### src/include/scgf_pkg.sv
// Constants, register map and field layout for the strap and pin function control block
//
// Function
// The three-bit switch mode strap decodes 0x0 as normal mode, 0x1 as normal mode with EEPROM initialization, and 0x2 to 0x7 as reserved.
// The board keeps the switch mode strap pins steady after fundamental reset is released.
// While fundamental reset is low, all internal logic is held in reset and a fundamental reset is signalled onward; the APB bus keeps answering.
// The downstream common-clock strap seeds the slot clock configuration bit of every downstream port.
// The upstream common-clock strap seeds the slot clock configuration bit of the upstream port.
// A software write to a port's slot clock configuration bit replaces the strap-derived value.
// A pin whose alternate function is off works as a plain general-purpose input or output.
// With the alternate function on, pins 0, 8 and 9 drive active-low resets for downstream ports 2, 1 and 3.
// With the alternate function on, pin 2 takes the active-low expander interrupt input.
// With the alternate function on, pin 7 drives the active-low general purpose event output.
// Pin signals named with an n suffix are asserted low, all others asserted high.
// Alternate-function selection can be set by software or by the SMBus slave or EEPROM loader.
// The straps are sampled once when fundamental reset is released and held until the next one.
`default_nettype none

package scgf_pkg;

  // ----------------------------------------------------------------
  // Bus and pin geometry
  // ----------------------------------------------------------------
  localparam int          ADDR_W    = 8;
  localparam int          DATA_W    = 32;
  localparam int          GPIO_W    = 11;
  localparam int          PORT_N    = 4;
  localparam int          SYNC_W    = GPIO_W + 6;
  localparam logic [10:0] GPIO_IMPL = 11'h787;

  // ----------------------------------------------------------------
  // Register offsets
  // ----------------------------------------------------------------
  localparam logic [7:0] OFS_GPIO_OUT = 8'h00;
  localparam logic [7:0] OFS_GPIO_DIR = 8'h04;
  localparam logic [7:0] OFS_GPIO_ALT = 8'h08;
  localparam logic [7:0] OFS_GPIO_IN  = 8'h0C;
  localparam logic [7:0] OFS_STRAP    = 8'h10;
  localparam logic [7:0] OFS_SCLK     = 8'h14;
  localparam logic [7:0] OFS_DS_RST   = 8'h18;
  localparam logic [7:0] OFS_GPE      = 8'h1C;

  // ----------------------------------------------------------------
  // Field positions of the strap status register
  // ----------------------------------------------------------------
  localparam int STS_MODE_LSB = 0;
  localparam int STS_EEPROM   = 3;
  localparam int STS_RSVD     = 4;
  localparam int STS_CCLK_DS  = 5;
  localparam int STS_CCLK_US  = 6;
  localparam int STS_VALID    = 7;

  // ----------------------------------------------------------------
  // Pin assignment of alternate functions
  // ----------------------------------------------------------------
  localparam int PIN_P2_RST  = 0;
  localparam int PIN_EXP_INT = 2;
  localparam int PIN_GPE     = 7;
  localparam int PIN_P1_RST  = 8;
  localparam int PIN_P3_RST  = 9;

  // ----------------------------------------------------------------
  // Switch mode codes and reset values
  // ----------------------------------------------------------------
  localparam logic [2:0]  MODE_NORMAL  = 3'h0;
  localparam logic [2:0]  MODE_EEPROM  = 3'h1;
  localparam logic [10:0] RST_GPIO_OUT = 11'h000;
  localparam logic [10:0] RST_GPIO_DIR = 11'h000;
  localparam logic [10:0] RST_GPIO_ALT = 11'h000;
  localparam logic [3:0]  RST_SCLK     = 4'h0;
  localparam logic [3:1]  RST_DS_RST   = 3'h0;

endpackage : scgf_pkg

`default_nettype wire

### src/include/scgf_pin_if.sv
// Carrier between the pin synchroniser and the control core
`default_nettype none

interface scgf_pin_if;
  import scgf_pkg::*;
  logic [SYNC_W-1:0] raw;
  logic [SYNC_W-1:0] synced;

  modport sync_mp (input raw, output synced);
  modport core_mp (input synced);
endinterface : scgf_pin_if

`default_nettype wire

### src/hdl/scgf_pin_sync.sv
// Two-stage synchroniser for all pin inputs of the control block
`default_nettype none

module scgf_pin_sync
  import scgf_pkg::*;
(
  input  wire logic   clk_i,
  input  wire logic   srst_i,
  scgf_pin_if.sync_mp pins
);

  typedef struct packed {
    logic [SYNC_W-1:0] s1;
    logic [SYNC_W-1:0] s2;
  } scgf_sync_t;

  scgf_sync_t st_r;
  scgf_sync_t st_nxt;

  // Only the second stage is read, the first may be metastable
  always_comb begin
    st_nxt    = st_r;
    st_nxt.s1 = pins.raw;
    st_nxt.s2 = st_r.s1;
  end

  always_ff @(posedge clk_i) begin
    if (srst_i) begin
      st_r <= '0;
    end else begin
      st_r <= st_nxt;
    end
  end

  assign pins.synced = st_r.s2;

endmodule // scgf_pin_sync

`default_nettype wire

### src/hdl/scgf_top.sv
// Strap capture, fundamental reset and general-purpose pin function control
//
// Added by the designer: the register addresses and the APB interface to the registers.
`default_nettype none

module scgf_top
  import scgf_pkg::*;
(
  input  wire logic              clk_i,
  input  wire logic              srst_i,
  // APB slave
  input  wire logic [ADDR_W-1:0] paddr_i,
  input  wire logic              psel_i,
  input  wire logic              penable_i,
  input  wire logic              pwrite_i,
  input  wire logic [DATA_W-1:0] pwdata_i,
  output logic      [DATA_W-1:0] prdata_o,
  output logic                   pready_o,
  output logic                   pslverr_o,
  // System pins
  input  wire logic              fundamental_reset_n_i,
  input  wire logic [2:0]        switch_mode_strap_i,
  input  wire logic              common_clock_downstream_strap_i,
  input  wire logic              common_clock_upstream_strap_i,
  // General-purpose pins
  input  wire logic [GPIO_W-1:0] gpio_i,
  output logic      [GPIO_W-1:0] gpio_o,
  output logic      [GPIO_W-1:0] gpio_oe_o,
  // Alternate-function load from SMBus slave or EEPROM loader
  input  wire logic              alt_load_i,
  input  wire logic [GPIO_W-1:0] alt_load_value_i,
  // Status towards the rest of the switch
  output logic                   pcie_fund_reset_o,
  output logic      [2:0]        switch_mode_o,
  output logic                   eeprom_init_o,
  output logic                   mode_reserved_o,
  output logic      [PORT_N-1:0] slot_clock_cfg_o,
  output logic                   expander_int_o
);

  // ----------------------------------------------------------------
  // State
  // ----------------------------------------------------------------
  typedef struct packed {
    logic [GPIO_W-1:0] gpio_out;
    logic [GPIO_W-1:0] gpio_dir;
    logic [GPIO_W-1:0] gpio_alt;
    logic [PORT_N-1:0] sclk;
    logic [3:1]        ds_rst;
    logic              gpe;
    logic [2:0]        mode;
    logic              cclk_ds;
    logic              cclk_us;
    logic              captured;
    logic              pready;
    logic              pslverr;
    logic [DATA_W-1:0] prdata;
    logic [GPIO_W-1:0] pin_out;
    logic [GPIO_W-1:0] pin_oe;
    logic              fund_rst;
    logic              exp_int;
    logic              eeprom;
    logic              rsvd;
  } scgf_state_t;

  localparam scgf_state_t ST_RESET = '{
    gpio_out: RST_GPIO_OUT,
    gpio_dir: RST_GPIO_DIR,
    gpio_alt: RST_GPIO_ALT,
    sclk:     RST_SCLK,
    ds_rst:   RST_DS_RST,
    fund_rst: 1'b1,
    default:  '0
  };

  scgf_state_t st_r;
  scgf_state_t st_nxt;

  // ----------------------------------------------------------------
  // Pin synchronisers
  // ----------------------------------------------------------------
  scgf_pin_if pin_if ();

  assign pin_if.raw = {fundamental_reset_n_i, common_clock_upstream_strap_i,
                       common_clock_downstream_strap_i, switch_mode_strap_i, gpio_i};

  scgf_pin_sync u_sync (
    .clk_i  (clk_i),
    .srst_i (srst_i),
    .pins   (pin_if.sync_mp)
  );

  logic [GPIO_W-1:0] gpio_s;
  logic [2:0]        mode_s;
  logic              cclk_ds_s;
  logic              cclk_us_s;
  logic              fund_n_s;

  assign {fund_n_s, cclk_us_s, cclk_ds_s, mode_s, gpio_s} = pin_if.synced;

  // ----------------------------------------------------------------
  // Decoders
  // ----------------------------------------------------------------
  function automatic logic addr_ok(input logic [ADDR_W-1:0] a);
    addr_ok = (a[1:0] == 2'h0) && (a <= OFS_GPE);
  endfunction

  function automatic logic mode_is_eeprom(input logic [2:0] m);
    mode_is_eeprom = (m == MODE_EEPROM);
  endfunction

  function automatic logic mode_is_rsvd(input logic [2:0] m);
    mode_is_rsvd = (m != MODE_NORMAL) && (m != MODE_EEPROM);
  endfunction

  // Downstream port whose reset a pin carries, zero for none
  function automatic logic [1:0] rst_port(input int pin);
    case (pin)
      PIN_P1_RST: rst_port = 2'h1;
      PIN_P2_RST: rst_port = 2'h2;
      PIN_P3_RST: rst_port = 2'h3;
      default:    rst_port = 2'h0;
    endcase
  endfunction

  // ----------------------------------------------------------------
  // Next state
  // ----------------------------------------------------------------
  always_comb begin
    logic              wr;
    logic [DATA_W-1:0] rd;
    logic [1:0]        port;
    wr     = 1'b0;
    rd     = '0;
    port   = 2'h0;
    st_nxt = st_r;

    // Read mux, unmapped offsets read zero
    case (paddr_i)
      OFS_GPIO_OUT: rd[GPIO_W-1:0] = st_r.gpio_out;
      OFS_GPIO_DIR: rd[GPIO_W-1:0] = st_r.gpio_dir;
      OFS_GPIO_ALT: rd[GPIO_W-1:0] = st_r.gpio_alt;
      OFS_GPIO_IN:  rd[GPIO_W-1:0] = gpio_s & GPIO_IMPL;
      OFS_STRAP: begin
        rd[STS_MODE_LSB +: 3] = st_r.mode;
        rd[STS_EEPROM]        = mode_is_eeprom(st_r.mode);
        rd[STS_RSVD]          = mode_is_rsvd(st_r.mode);
        rd[STS_CCLK_DS]       = st_r.cclk_ds;
        rd[STS_CCLK_US]       = st_r.cclk_us;
        rd[STS_VALID]         = st_r.captured;
      end
      OFS_SCLK:     rd[PORT_N-1:0] = st_r.sclk;
      OFS_DS_RST:   rd[3:1] = st_r.ds_rst;
      OFS_GPE:      rd[0] = st_r.gpe;
      default:      rd = '0;
    endcase

    // One wait state: answer in the cycle after the access phase opens
    st_nxt.pready = 1'b0;
    if (psel_i && penable_i && !st_r.pready) begin
      st_nxt.pready  = 1'b1;
      st_nxt.pslverr = !addr_ok(paddr_i);
      st_nxt.prdata  = pwrite_i ? '0 : rd;
    end
    wr = psel_i && penable_i && pwrite_i && st_r.pready && addr_ok(paddr_i);

    if (wr) begin
      case (paddr_i)
        OFS_GPIO_OUT: st_nxt.gpio_out = pwdata_i[GPIO_W-1:0] & GPIO_IMPL;
        OFS_GPIO_DIR: st_nxt.gpio_dir = pwdata_i[GPIO_W-1:0] & GPIO_IMPL;
        OFS_GPIO_ALT: st_nxt.gpio_alt = pwdata_i[GPIO_W-1:0] & GPIO_IMPL;
        OFS_SCLK:     st_nxt.sclk = pwdata_i[PORT_N-1:0];
        OFS_DS_RST:   st_nxt.ds_rst = pwdata_i[3:1];
        OFS_GPE:      st_nxt.gpe = pwdata_i[0];
        default:      st_nxt.gpe = st_r.gpe;
      endcase
    end

    // Loader wins over a software write in the same cycle
    if (alt_load_i) begin
      st_nxt.gpio_alt = alt_load_value_i & GPIO_IMPL;
    end

    // Fundamental reset clears every register but leaves the bus answering
    if (!fund_n_s) begin
      st_nxt.gpio_out = RST_GPIO_OUT;
      st_nxt.gpio_dir = RST_GPIO_DIR;
      st_nxt.gpio_alt = RST_GPIO_ALT;
      st_nxt.sclk     = RST_SCLK;
      st_nxt.ds_rst   = RST_DS_RST;
      st_nxt.gpe      = 1'b0;
      st_nxt.mode     = MODE_NORMAL;
      st_nxt.cclk_ds  = 1'b0;
      st_nxt.cclk_us  = 1'b0;
      st_nxt.captured = 1'b0;
    end else if (!st_r.captured) begin
      // Sampled once per release; later strap motion is ignored
      st_nxt.mode     = mode_s;
      st_nxt.cclk_ds  = cclk_ds_s;
      st_nxt.cclk_us  = cclk_us_s;
      st_nxt.sclk     = {{(PORT_N-1){cclk_ds_s}}, cclk_us_s};
      st_nxt.captured = 1'b1;
    end
    st_nxt.fund_rst = !fund_n_s;
    st_nxt.eeprom   = mode_is_eeprom(st_nxt.mode);
    st_nxt.rsvd     = mode_is_rsvd(st_nxt.mode);

    // Pins follow the next register values so they move with the write
    for (int i = 0; i < GPIO_W; i++) begin
      port = rst_port(i);
      if (st_nxt.gpio_alt[i] && (port != 2'h0)) begin
        st_nxt.pin_oe[i]  = 1'b1;
        st_nxt.pin_out[i] = !st_nxt.ds_rst[port];
      end else if (st_nxt.gpio_alt[i] && (i == PIN_GPE)) begin
        st_nxt.pin_oe[i]  = 1'b1;
        st_nxt.pin_out[i] = !st_nxt.gpe;
      end else if (st_nxt.gpio_alt[i] && (i == PIN_EXP_INT)) begin
        st_nxt.pin_oe[i]  = 1'b0;
        st_nxt.pin_out[i] = 1'b0;
      end else begin
        st_nxt.pin_oe[i]  = st_nxt.gpio_dir[i];
        st_nxt.pin_out[i] = st_nxt.gpio_out[i];
      end
    end
    st_nxt.exp_int = st_nxt.gpio_alt[PIN_EXP_INT] && !gpio_s[PIN_EXP_INT];
  end

  always_ff @(posedge clk_i) begin
    if (srst_i) begin
      st_r <= ST_RESET;
    end else begin
      st_r <= st_nxt;
    end
  end

  // ----------------------------------------------------------------
  // Outputs
  // ----------------------------------------------------------------
  assign prdata_o          = st_r.prdata;
  assign pready_o          = st_r.pready;
  assign pslverr_o         = st_r.pslverr;
  assign gpio_o            = st_r.pin_out;
  assign gpio_oe_o         = st_r.pin_oe;
  assign pcie_fund_reset_o = st_r.fund_rst;
  assign switch_mode_o     = st_r.mode;
  assign eeprom_init_o     = st_r.eeprom;
  assign mode_reserved_o   = st_r.rsvd;
  assign slot_clock_cfg_o  = st_r.sclk;
  assign expander_int_o    = st_r.exp_int;

endmodule // scgf_top

`default_nettype wire

### config.mk
export PLATFORM = sky130hd
export DESIGN_NAME = scgf_top
export DESIGN_NICKNAME = d
export VERILOG_FILES = /design/src/include/scgf_pkg.sv /design/src/include/scgf_pin_if.sv /design/src/hdl/scgf_pin_sync.sv /design/src/hdl/scgf_top.sv
export SDC_FILE = /design/constraint.sdc
export NUM_CORES = 1
export LEC_CHECK = 0
export BUFFER_PORTS_ARGS = -buffer_cell sky130_fd_sc_hd__buf_2
export CAP_MARGIN = 20
export CORE_ASPECT_RATIO = 2
export CORE_MARGIN = 4
export CORE_UTILIZATION = 45
export DETAILED_ROUTE_END_ITERATION = 10
export PLACE_DENSITY = 0.76
export SETUP_SLACK_MARGIN = 0.15
export SYNTH_ARGS = -nofsm -noshare
export SYNTH_HDL_FRONTEND = slang
export SYNTH_SLANG_ARGS = --single-unit
### constraint.sdc
create_clock -name clk_i -period 2.48 [get_ports clk_i]
set_input_delay 0.496 -clock clk_i [delete_from_list [all_inputs] [get_ports clk_i]]
set_output_delay 0.496 -clock clk_i [all_outputs]
set_load 0.02 [all_outputs]
== Yosys cells after proc, flatten, opt, wreduce, memory -nomap -nowiden ==
Cells that the tools add are included.

* Memory bits (writable): 0
* Logic and storage cells: 93
* Output and inout port bits: 67
* Bits of input ports: 74
* ROM bits: 0
* Register bits after elaboration: 137
* Bits in latches: 0
* Memories: 0

* Bitwise gates (word level): 1
* Muxes and demuxes: 27
* $mul: 0
* $lt $le $gt $ge: 1
* Reductions and logical operators: 27
* Shifts and indexed selects: 0
* Equality and inequality tests: 13
* Divide/modulo/power cells: 0
* Add/subtract/negate cells: 0

{| class="wikitable"
|+ Operator list
! kind !! number
|-
| $mux W11 || 5
|-
| $mux W41 || 1
|-
| $mux W34 || 1
|-
| $mux W33 || 1
|-
| $eq A8 B5 Y1 const B || 4
|-
| $pmux W3 S7 || 1
|-
| $pmux W4 S5 || 1
|-
| $eq A8 B4 Y1 const B || 2
|-
| $mux W4 || 3
|-
| $mux W6 || 2
|-
| $pmux W3 S4 || 1
|-
| $logic_and A1 B1 Y1 || 9
|-
| $mux W1 || 9
|-
| $eq A8 B3 Y1 const B || 1
|-
| $le A8 B5 Y1 const B || 1
|-
| $logic_not A1 Y1 || 8
|-
| $logic_not A8 Y1 || 1
|-
| $pmux W1 S7 || 1
|-
| $eq A3 B1 Y1 const B || 2
|-
| $ne A3 B1 Y1 const B || 2
|-
| $reduce_bool A3 Y1 || 2
|-
| $ne A2 B1 Y1 const B || 2
|-
| $reduce_and A2 Y1 || 2
|-
| $reduce_bool A2 Y1 || 2
|-
| other kinds (4) || 5
|}

== Longest topological paths before layout ==
* Depth after elaboration: 8
* Gate-level depth with buffers: 8
* Depth with buffers taken out: 5

== By module ==
From an unflattened synthesis, not the netlist that was laid out.

* Cell total of the unflattened synthesis: 403
* Area total of the unflattened synthesis: 4073.9 µm²

{| class="wikitable"
|+ By module, submodules not included
! module !! seq. area each (µm²) !! area each (µm²) !! cells each !! times used
|-
| scgf_top || 1241.2 || 3136.8 || 332 || 1
|-
| scgf_pin_sync || 680.7 || 937.1 || 71 || 1
|}

== Least setup slack after synthesis ==
OpenSTA, ideal clock, no wires.

* Kind: in2reg
* Start: input port paddr_i[7]
* End: register st_r, in the netlist gpio_o[7]
* Stages on the path: 6
* Buffers on the path: 1
* Slack: 0.119 ns
* Arrival time: 2.234 ns
* Setup time: 0.127 ns
* Required time: 2.353 ns
* Cell sequence: or4_4 > buf_6 > or4_4 > o311ai_2 > mux2i_1 > nor2_1

* Longest elaborated chain between the ends: 7
* Elaborated cells between the ends (all ways): 15
* Those cells by class: 1 x order compare; 2 x eq/ne; 8 x mux; 4 x reduce/logical

{| class="wikitable"
|+ Ends and longest elaborated chain
! element !! line !! RTL
|-
| from (decl) || scgf_top.sv:12 || <nowiki>input wire logic [ADDR_W-1:0] paddr_i,</nowiki>
|-
| $le A8 B5 Y1 || scgf_top.sv:105 || <nowiki>addr_ok = (a[1:0] == 2'h0) && (a <= OFS_GPE);</nowiki>
|-
| $logic_and A1 B1 Y1 || scgf_top.sv:105 ||
|-
| $logic_and A1 B1 Y1 || scgf_top.sv:165 || <nowiki>wr = psel_i && penable_i && pwrite_i && st_r.pready && addr_ok(paddr_i);</nowiki>
|-
| $mux W41 * || scgf_top.sv:167 || <nowiki>if (wr) begin</nowiki>
|-
| $mux W11 or $mux W4 (tied branches) || scgf_top.sv:180, scgf_top.sv:185 ||
|-
| $mux W33 or $logic_not A1 Y1 (tied branches) || scgf_top.sv:185, scgf_top.sv:216 ||
|-
| $mux W1 * || scgf_top.sv:214 || <nowiki>end else if (st_nxt.gpio_alt[i] && (i == PIN_GPE)) begin</nowiki>
|-
| to (signal assigned) || scgf_top.sv:232 || <nowiki>st_r <= st_nxt;</nowiki>
|-
| to (decl) || scgf_top.sv:76 || <nowiki>scgf_state_t st_r;</nowiki>
|}

Mark *: on every way between the ends. The rest lies on a longest branch, timed or not. The select of a mux whose other input is x is not followed.
A chain may end at the register's enable or synchronous reset.

== Final worst setup path ==
* Start: input port paddr_i[7]
* End: register st_r, in the netlist gpio_o[0]

* Longest elaborated chain between the ends: 7
* Elaborated cells between the ends (all ways): 15
* Those cells by class: 1 x order compare; 2 x eq/ne; 8 x mux; 4 x reduce/logical

{| class="wikitable"
|+ Ends and longest elaborated chain
! element !! line !! RTL
|-
| $le A8 B5 Y1 || scgf_top.sv:105 ||
|-
| $logic_and A1 B1 Y1 || scgf_top.sv:105 ||
|-
| $logic_and A1 B1 Y1 || scgf_top.sv:165 ||
|-
| $mux W41 * || scgf_top.sv:167 ||
|-
| $mux W11 or $mux W4 (tied branches) || scgf_top.sv:180, scgf_top.sv:185 ||
|-
| $mux W33 or $logic_not A1 Y1 (tied branches) || scgf_top.sv:185, scgf_top.sv:213 ||
|-
| $mux W1 * || scgf_top.sv:211 || <nowiki>if (st_nxt.gpio_alt[i] && (port != 2'h0)) begin</nowiki>
|}

Marks and branches as above.

==> impl_metrics.py <==
metrics = {
    "floorplan": {
        "fp.dieW_um": 73.42,
        "core_area_mm2": 0.008292,
        "die_h_um": 138.8,
        "rows": 47,
        "die_area_mm2": 0.01019,
        "ioPinCount": 141,
        "initial_core_util_pct": 46.45,
    },
    "yosys": {
        "syn_area_per_cell_um2": 9.701,
        "synth.largest_area_cell": "dfxtp_1",
        "ys_ff_latch": 88,
        "yosysMostFrequentCell": "dfxtp_1",
        "synthFlopType": "dfxtp_1",
        "synthTopCellsByCount": "88 x dfxtp_1, 61 x buf_4, 51 x nor2_1",
        "postSynth.asyncResetShare_pct": 0,
        "yosys_warnings": 0,
        "synth_top_area_share_pct": 45.74,
        "synth_edf_count": 0,
        "synth.distinct_cells": 41,
        "ys_top_cells_by_area": "dfxtp_1 46%, buf_4 12%, mux2i_1 8.6%",
        "ys_seq_area_share_pct": 45.74,
        "synthesis.area_mm2": 0.003851,
        "syn_inst": 397,
    },
    "power_and_ir_drop": {
        "p_int_mw": 2.219,
        "switchingPower_mw": 0.7264,
        "vdd_drop_max_mv": 0.4041,
        "p_seq_share_pct": 49.3,
        "leakage_nw": 2.021,
        "p_per_area_mw_per_mm2": 666.0,
        "switching_share_pct": 24.66,
        "p_total_mw": 2.946,
        "comb_power_share_pct": 8.4,
        "pwr-share-clk_pct": 42.4,
    },
    "global_route": {
        "grt-ovfl-total": 0,
        "grt_max_degree": 43,
        "antenna_found_initial": 0,
        "grtUsageTotal_pct": 17.97,
        "grt_pass1_wl_um": 13850,
        "grt_pass1_vias": 2760,
    },
    "sta": {
        "min_period_ns": 2.244,
        "hold_viol": 0,
        "max_freq_mhz": 445.5,
        "max_slew_margin_pct": 60.78,
        "rsz0062_at_grt": "no",
        "slew_violations": 0,
        "fin_skew_ns": 0.008719,
        "period_share_pct": 90.50,
        "setup-violations-final": 0,
        "worst_pin_slew_ns": 0.5875,
    },
    "cells_and_area": {
        "drive_gt1_share_pct": 29.74,
        "layout.nets": 533,
        "final_cells": 562,
        "regArea_mm2": 0.001762,
        "nFillCells": 766,
        "antenna_cells": 0,
        "synthToLayoutAreaGrowth_pct": 14.85,
        "multi_input_area_mm2": 0.001658,
    },
    "setup_path": {
        "crit_fanout": 5,
        "cp-start-kind": "input port",
        "r2r-end": "gpio_o[0]",
        "ff2ff_setup_slack_ns": 0.44,
        "endpoint_kind": "flip-flop",
        "r2r_cells": 6,
        "r2r_start": "pready_o",
        "required_ns": 2.71,
        "critPathKind": "input port to flip-flop",
        "critPathArrivalTime_ns": 2.47,
    },
    "clock_network": {
        "cts_tree": "done",
        "worstSkewPairLatency_ns": 0.34,
        "cts_resized": 0,
        "htreeDepth": 3,
        "cts_buffers": 9,
        "post-cts-setup-buffers": 0,
        "cts_root_buf": "clkbuf_16",
        "clk_pin_slew_worst_paths_ns": 0.06,
        "numClockSinks": 88,
        "cts_buffer_depth": 2,
        "postCtsHoldBufs": 0,
    },
    "detailed_routing": {
        "drc": 0,
        "ant_nets": 0,
        "routedWlPerCell_um": 15.66,
        "drt_iter0_drc": 223,
        "vias": 2825,
        "routed_wl_um": 8803,
        "drt_first_pass_iters": 4,
        "vias_per_cell": 5.027,
    },
    "place": {
        "port_buffers": 79,
        "place_congestion": 0.8699,
        "dp_hpwl_um": 6905,
        "dp_cells": 546,
    },
    "job": {
        "drv_cap": 0,
    },
    "worst_hold_path": {
        "hold_start": "gpio_i[1]",
        "hold_depth": 2,
        "hp-class": "input port to flip-flop",
        "holdPathEnd": "u_sync.st_nxt[1]",
    },
    "outcome": {
        "outcome": "completed",
    },
}
-- worst max-delay path, stage by stage --
cell	delay (ns)
buf_2	0.11
or4_4	0.57
buf_4	0.17
o41ai_1	0.43
o311ai_2	0.21
buf_4	0.18
o32a_1	0.32
-- stage by stage --
stage / area, um^2 / TNS, ns / worst slack [ns] / hold WS, ns / util, %
after floorplan: 3976 / 0 / 0.1504 / 0.3982 / -
after global placement: 4144 / -0.4007 / -0.07694 / 0.4171 / 49.98
after detailed placement: 4144 / -0.7834 / -0.1182 / 0.4220 / 49.98
after CTS: 4423 / 0 / 0.2297 / 0.3546 / 53.34
after global routing: 4423 / 0 / 0.1554 / 0.3582 / 53.34
final: 4423 / 0 / 0.2355 / 0.3629 / 53.34
-- power groups by stage --
stage | Clock (mW) | Sequential (mW) | Combinational [mW]
finish | 1.25 | 1.45 | 0.247
global route | 1.34 | 1.45 | 0.267
CTS | 1.27 | 1.45 | 0.246
detailed placement | 0 | 1.48 | 0.245
global placement | 0 | 1.48 | 0.241
floorplan | 0 | 1.48 | 0.185
-- routing by layer --
layer	part of all wire [%]	vias to the layer above	track usage, %
met4	3.0	0	9.360
met2	56	91	32.97
met3	6.4	15	4.644
met1	34	1322	17.52
li1	-	1397	-
met5	0	-	0
-- state kept, by name, indices dropped and copies added, names as in the netlist, 3 cells and up --
register,count
u_sync.st_nxt,13
u_sync.pins.synced,13
switch_mode_o,3
gpio_oe_o,7
st_r,24
gpio_o,7
prdata_o,11
slot_clock_cfg_o,4
-- final cells by class --
type	instances	area share (%)
well taps	98	2.772
clock inverters	7	1.216
clock buffers	9	5.092
flip-flops and latches	88	39.83
inverters	3	0.2546
multi-input cells	252	37.48
repair buffers	105	13.35
-- logic make-up (layout without fill, tap and decap cells) --
family	Yosys count	after routing	synth area share, %
compound gates	52	52	9.844
buf+inv	85	124	14.46
flops	88	88	45.74
mux	42	42	12.96
other cells	1	29	0.09737
simple gates	129	129	16.89
-- how the worst max path moves through the flow --
stage	start	to	cells after the start
2_1_floorplan	paddr_i[7]	gpio_o[0]	6
3_3_place_gp	paddr_i[7]	gpio_o[0]	7
3_5_place_dp	paddr_i[7]	gpio_o[0]	7
4_1_cts	paddr_i[7]	gpio_o[0]	7
5_1_grt	paddr_i[7]	gpio_o[0]	7
6_report	paddr_i[7]	gpio_o[0]	7
-- cells in the final DEF (no fill, tap or decap), types with 4 or more instances in the layout --
cell | netlist | layout
clkbuf_16 | 0 | 9
nor3_1 | 7 | 7
a22oi_1 | 4 | 4
nor2_1 | 51 | 51
buf_2 | 1 | 79
nand2b_1 | 7 | 7
a21oi_1 | 23 | 23
nand3_1 | 5 | 5
buf_4 | 61 | 26
o21ai_0 | 6 | 6
mux4_2 | 6 | 6
nor2b_1 | 28 | 28
mux2i_1 | 33 | 33
conb_1 | 1 | 29
o41ai_1 | 4 | 4
dfxtp_1 | 88 | 88
nand2_1 | 14 | 14
Note: power is estimated with default switching activity, not from simulation.
